## config.mk

```make
export PLATFORM = sky130hd
export DESIGN_NAME = isf_input_select_fault_status
export DESIGN_NICKNAME = d
export VERILOG_FILES = /design/src/rtl/isf_pkg.sv /design/src/rtl/isf_input_select_fault_status.sv
export SDC_FILE = /design/constraint.sdc
export NUM_CORES = 1
export LEC_CHECK = 0
export ABC_AREA = 1
export ABC_CLOCK_PERIOD_IN_PS = 2800
export BUFFER_PORTS_ARGS = -buffer_cell sky130_fd_sc_hd__buf_2
export CAP_MARGIN = 10
export CORE_UTILIZATION = 45
export DETAILED_ROUTE_END_ITERATION = 12
export GPL_ROUTABILITY_DRIVEN = 0
export GPL_TIMING_DRIVEN = 0
export HOLD_SLACK_MARGIN = 0.12
export PLACE_DENSITY = 0.78
export SLEW_MARGIN = 30
export SYNTH_ARGS = -nofsm -noshare
export SYNTH_HDL_FRONTEND = slang
export SYNTH_SLANG_ARGS = --single-unit
```

## constraint.sdc

```tcl
create_clock -name clock -period 2.8 [get_ports clock]
set_input_delay 0.14 -clock clock [delete_from_list [all_inputs] [get_ports clock]]
set_output_delay 0.14 -clock clock [all_outputs]
set_load 0.01 [all_outputs]
```

## src/rtl/isf_pkg.sv

```systemverilog
package isf_pkg;

    // Status sources: four signal-loss monitors, feedback loss and PLL unlock.
    localparam int NUM_SRC = 6;
    localparam int SRC_LOS_IN0 = 0;
    localparam int SRC_LOS_IN1 = 1;
    localparam int SRC_LOS_IN2 = 2;
    localparam int SRC_LOS_XTAL = 3;
    localparam int SRC_LOS_FB = 4;
    localparam int SRC_LOL = 5;

    localparam int PREDIV_W = 2;

    // Reset values of the configuration held by the block.
    localparam logic [5:0] MASK_RST = 6'h3f;
    localparam logic [5:0] FLAG_RST = 6'h00;
    localparam logic [5:0] STATUS_RST = 6'h00;
    localparam logic [1:0] SEL_RST = 2'h3;

    typedef enum logic [1:0] {
        ISF_SEL_IN0 = 2'b00,
        ISF_SEL_IN1 = 2'b01,
        ISF_SEL_IN2 = 2'b10,
        ISF_SEL_XTAL = 2'b11
    } isf_sel_e;

    typedef enum logic [1:0] {
        ISF_ST_INIT = 2'b00,
        ISF_ST_READY = 2'b01
    } isf_state_e;

    typedef struct packed {
        logic sel_from_reg;
        isf_sel_e sel_reg;
        logic xtal_ext_clock;
        logic [PREDIV_W-1:0] prediv;
        logic precision_grade;
    } isf_cfg_s;

    typedef struct packed {
        isf_sel_e active_sel;
        logic osc_enable;
        logic load_caps_enable;
        logic [PREDIV_W-1:0] prediv;
        logic in_path_enable;
    } isf_ctl_s;

endpackage

```

## src/rtl/isf_input_select_fault_status.sv

```systemverilog
`timescale 1ns/1ps
// Overview of operation
// RQ1: Active input comes from select pins or a register field.
// RQ2: A configuration bit chooses pins or register as the selection source.
// RQ3: Select 00,01,10 pick clock inputs 0,1,2; 11 picks crystal pins.
// RQ4: Undriven select pins read one, so default selection is crystal.
// RQ5: A setting picks crystal oscillator or external clock on crystal pins.
// RQ6: External clock mode switches off crystal load capacitors.
// RQ7: Crystal path predivider allows external clocks above 54 MHz.
// RQ8: Monitor signal loss on all inputs and feedback, and PLL unlock.
// RQ9: Live monitor states are readable; unlock also drives its own pin.
// RQ10: Every status bit has a separate sticky flag bit.
// RQ11: Sticky flag stays set until software clears it.
// RQ12: Writing zero to a flag bit clears that flag.
// RQ13: Interrupt pin asserts on any unmasked status change.
// RQ14: Each source has a mask bit that blocks its interrupt.
// RQ15: Interrupt releases when the causing flags are cleared.
// RQ16: Precision grade disables clock inputs; crystal reference only.
// RQ17: Interrupt and unlock pins are active low; set beats clear.
// RQ18: Register control works only after initialization completes; the code applies cfg.precision_grade before that too.
module isf_input_select_fault_status (
    // Clock and reset
    input wire logic clock,
    input wire logic rst_n,
    // Initialization done from the defaults loader
    input wire logic init_done,
    // Select pins, already resolved with their pull-ups
    input wire logic [1:0] in_sel_pins,
    // Configuration from the serial register file
    input wire isf_pkg::isf_cfg_s cfg,
    input wire logic [isf_pkg::NUM_SRC-1:0] mask,
    input wire logic flag_wr,
    input wire logic [isf_pkg::NUM_SRC-1:0] flag_wr_data,
    // Raw monitor inputs
    input wire logic [isf_pkg::NUM_SRC-1:0] monitor_raw,
    // Controls to the analog input stage
    output isf_pkg::isf_ctl_s ctl,
    // Status readback
    output logic [isf_pkg::NUM_SRC-1:0] status_live,
    output logic [isf_pkg::NUM_SRC-1:0] sticky_flag,
    output logic ready,
    // Fault pins
    output logic irq_pin_n,
    output logic lock_loss_pin_n
);

    isf_pkg::isf_state_e state_q;
    isf_pkg::isf_state_e state_d;
    isf_pkg::isf_ctl_s ctl_q;
    isf_pkg::isf_ctl_s ctl_d;
    logic [isf_pkg::NUM_SRC-1:0] status_q;
    logic [isf_pkg::NUM_SRC-1:0] flag_q;
    logic [isf_pkg::NUM_SRC-1:0] flag_d;
    logic [isf_pkg::NUM_SRC-1:0] mask_q;
    logic [isf_pkg::NUM_SRC-1:0] changed;
    logic irq_q;
    wire logic reg_ok;
    wire isf_pkg::isf_sel_e pin_sel;
    wire isf_pkg::isf_sel_e chosen_sel;
    wire isf_pkg::isf_sel_e final_sel;
    wire logic ext_clock;

    always_comb begin
        state_d = state_q;
        unique case (state_q)
            isf_pkg::ISF_ST_INIT: begin
                if (init_done) begin
                    state_d = isf_pkg::ISF_ST_READY;
                end
            end
            isf_pkg::ISF_ST_READY: begin
                state_d = isf_pkg::ISF_ST_READY;
            end
            default: begin
                state_d = isf_pkg::ISF_ST_INIT;
            end
        endcase
    end

    // Register control, except the precision grade bit, is ignored until the loader has finished. [RQ18]
    assign reg_ok = (state_q == isf_pkg::ISF_ST_READY);

    // Pins arrive resolved: an open pin is already one, giving crystal. [RQ4]
    assign pin_sel = isf_pkg::isf_sel_e'(in_sel_pins);
    // Source chosen by the configuration bit. [RQ1] [RQ2]
    assign chosen_sel = (reg_ok && cfg.sel_from_reg) ? cfg.sel_reg : pin_sel;
    // Precision grade forces the crystal and shuts the clock inputs. [RQ16]
    assign final_sel = cfg.precision_grade ? isf_pkg::ISF_SEL_XTAL : chosen_sel;
    // Precision grade must run a real crystal, never an external clock.
    assign ext_clock = reg_ok && cfg.xtal_ext_clock && !cfg.precision_grade;

    always_comb begin
        ctl_d.active_sel = final_sel; // [RQ3]
        ctl_d.osc_enable = !ext_clock; // [RQ5]
        ctl_d.load_caps_enable = !ext_clock; // [RQ6]
        ctl_d.prediv = reg_ok ? cfg.prediv : '0; // [RQ7]
        ctl_d.in_path_enable = !cfg.precision_grade; // [RQ16]
    end

    // Any live status edge once ready is an event for the sticky flags. [RQ8]
    assign changed = monitor_raw ^ status_q;

    // A fault on the same edge as a clear write keeps the flag set. [RQ11] [RQ12] [RQ17]
    always_comb begin
        flag_d = flag_q;
        if (reg_ok && flag_wr) begin
            flag_d = flag_q & flag_wr_data;
        end
        flag_d = flag_d | (changed & {isf_pkg::NUM_SRC{reg_ok}});
    end

    always_ff @(posedge clock) begin
        if (!rst_n) begin
            state_q <= isf_pkg::ISF_ST_INIT;
            ctl_q <= '{active_sel: isf_pkg::ISF_SEL_XTAL, osc_enable: 1'b1,
                       load_caps_enable: 1'b1, prediv: '0, in_path_enable: 1'b1};
            status_q <= isf_pkg::STATUS_RST;
            flag_q <= isf_pkg::FLAG_RST;
            mask_q <= isf_pkg::MASK_RST;
            irq_q <= 1'b0;
        end else begin
            state_q <= state_d;
            ctl_q <= ctl_d;
            status_q <= monitor_raw; // [RQ8]
            flag_q <= flag_d; // [RQ10]
            if (reg_ok) begin
                mask_q <= mask;
            end
            // Flags drive the pin, so clearing them releases it. [RQ13] [RQ14] [RQ15]
            irq_q <= |(flag_d & ~mask_q);
        end
    end

    assign ctl = ctl_q;
    // Live bits are gated until ready so reads before init show no faults. [RQ9]
    assign status_live = reg_ok ? status_q : isf_pkg::STATUS_RST;
    assign sticky_flag = flag_q;
    assign ready = reg_ok;
    assign irq_pin_n = !irq_q; // [RQ17]
    assign lock_loss_pin_n = !status_q[isf_pkg::SRC_LOL]; // [RQ9] [RQ17]

endmodule // isf_input_select_fault_status

```

==> reports/metrics.cfg <==
[outcome]
status = completed

[clock_tree]
cts_resized = 0
cts_inserted_buffers = 3
postCtsSetupBuffers = 0
cts_buffer_depth = 2
clk_pin_slew_ns = 0.13
clock_latency_ns = 0.32
clock-sinks = 26
ctsHtreeMaxLevel = 1
cts-root-buf = clkbuf_4
cts_tree = built

[finish]
final_cell_mix = buf_2, nand2_1, inv_1
final_area_sq_um = 1740
stdcell_count = 272
drive_gt1_frac = 0.254
final_core_util = 0.773
mostFrequentLayoutCell = buf_2
area_delta_synth_final_pct = 58.5
fillers = 173
fin_nets = 276
n_antenna_cell = 0

[critical_path]
cpPeakStageDelay_ns = 0.55
rr_worst_depth = 7
cp_top_family = buffers and inverters
crit_slowest_cell = dlygate4sd3_1
cp.arrival_ns = 1.87
cp_cell_sequence = buf_6, buf_6, nand2_1, inv_1, nand2_1, nand3_1, dlygate4sd3_1
required_ns = 3.07
worst-path-max-fanout = 10
cp-end-kind = register
path_class = reg2reg
path_buf_inv = 4
cp-start-kind = register
cp_num_cells = 7

[power_and_ir_drop]
pwr-share-seq = 0.486
total_power_mw = 0.840
pwr-share-comb = 0.210
p_switching_mw = 0.208
p_per_area_nw_per_um2 = 482
intPower_mw = 0.632
switching_share = 0.248
p_leak_nw = 1.02
ir_worst_vdd_uv = 369
p_clk_frac = 0.304

[sta]
maxSlewViolCount = 0
min_period_ns = 1.60
hold_viol = 0
fmax_mhz = 623
fin_worst_hold_slack_ns = 0.132
finClkSkew_ns = 0.00838
rsz0062_at_grt = false
tightest_slew_ns = 0.218
finalCritPeriodShare = 0.573
fin_ws_ns = 1.20
setup-tns-final_ns = 0
finalSetupViolations = 0
slew-limit-headroom = 0.853

[yosys]
synthCells = 159
synth_area_per_cell_sq_um = 6.92
yosys_warnings = 0
synth_largest_area_cell = dfxtp_1
ys_seq_area_frac = 0.473
synthesis.nets = 190
synth_cell_types = 13
synthTopCellsByArea = dfxtp_1, nand2_1, inv_1
synth_area_sq_um = 1100
synth_top_area_frac = 0.473
ys_seq_elements = 26

[detailed_routing]
antenna_left = 0
via_per_inst = 4.46
wl_per_cell_microns = 10.2
remaining_drc_errors = 0
totalWireLength_mm = 2.79
dr.pass1.iters = 4
drt_iter0_markers = 26
vias = 1214

[grt]
groute.usage.overall = 0.224
grt_pass1_wl_mm = 4.37
grt_pass1_vias = 1062
antenna_found_initial = 0
grt_overflow_total = 0
grt_max_degree = 16

[floorplan]
num_io_pins = 53
start_util = 0.488
rows = 17
core_region_area_sq_um = 2250
fp.dieArea_sq_um = 2650
die_y_microns = 51.4
dieWidth_microns = 51.4

[worst_hold_path]
hold_depth = 3
hold_path_class = in2reg

[placement]
numPortBuffers = 51
dp_cells = 238
dpl-instance-area_sq_um = 1390
hpwlAfterDp_mm = 1.87
pre_cts_ws_ns = 1.66

[run]
max_cap_violations = 0

## synthesized netlist by cell type, drive strengths merged
library cell	n
dfxtp	26
a21oi	13
inv	38
o21ai	10
nand3	10
or3b	1
buf	6
nor2	4
nand2	51
## per-layer routing
layer	track usage	part of all wire	vias up
met5	0	0	-
met4	0.0856	0.019	0
met3	0.0268	0.026	6
met2	0.431	0.53	27
met1	0.244	0.43	538
li1	-	-	643
## power by group through the flow
stage	registers (mW)	clock network, mW	logic [mW]
final	0.408	0.255	0.176
after global routing	0.411	0.271	0.197
after CTS	0.409	0.262	0.175
after detailed placement	0.417	0	0.142
after global placement	0.415	0	0.138
after floorplan	0.422	0	0.0784
## worst reg2reg max path, cell delays in order, from the launching register on
cell and delay [ns]:
dfxtp_1 0.39, buf_6 0.16, buf_6 0.14, nand2_1 0.09, inv_1 0.09, nand2_1 0.06, nand3_1 0.06, dlygate4sd3_1 0.55
## state kept, by name, summed over array words and instances (netlist names)
name,cells
ctl,6
state_q,1
sticky_flag,6
status_q,6
mask_q,6
irq_q,1
## cells by family after synthesis
logic type	after synthesis	share of synthesized area
buffers and inverters	44	0.179
and+or+nand+nor	66	0.243
DFF	26	0.473
AOI/OAI and AO/OA	23	0.105
## worst paths after layout
check,startpoint,to,slack (ns)
max,state_q[0]$_SDFFE_PN0P_,ctl[6]$_SDFF_PP1_,1.20
min,rst_n,state_q[0]$_SDFFE_PN0P_,0.13
max reg2reg,state_q[0]$_SDFFE_PN0P_,ctl[6]$_SDFF_PP1_,1.20
min reg2reg,mask_q[2]$_SDFFE_PN1P_,mask_q[2]$_SDFFE_PN1P_,0.49
## final cells by class
class | instances | area, sq um | share of cell area
Timing Repair Buffer | 81 | 556 | 0.319
Sequential cell | 26 | 520 | 0.299
Multi-Input combinational cell | 89 | 383 | 0.220
Inverter | 38 | 143 | 0.0818
Buffer | 6 | 53.8 | 0.0309
Tap cell | 28 | 35.0 | 0.0201
Clock inverter | 1 | 30.0 | 0.0172
Clock buffer | 3 | 22.5 | 0.0129
## repair_timing
action	CTS	global route
hold endpoints to repair	21	0
setup endpoints to repair	0	0
hold buffers	30	0
(Power assumes the default switching activity.)
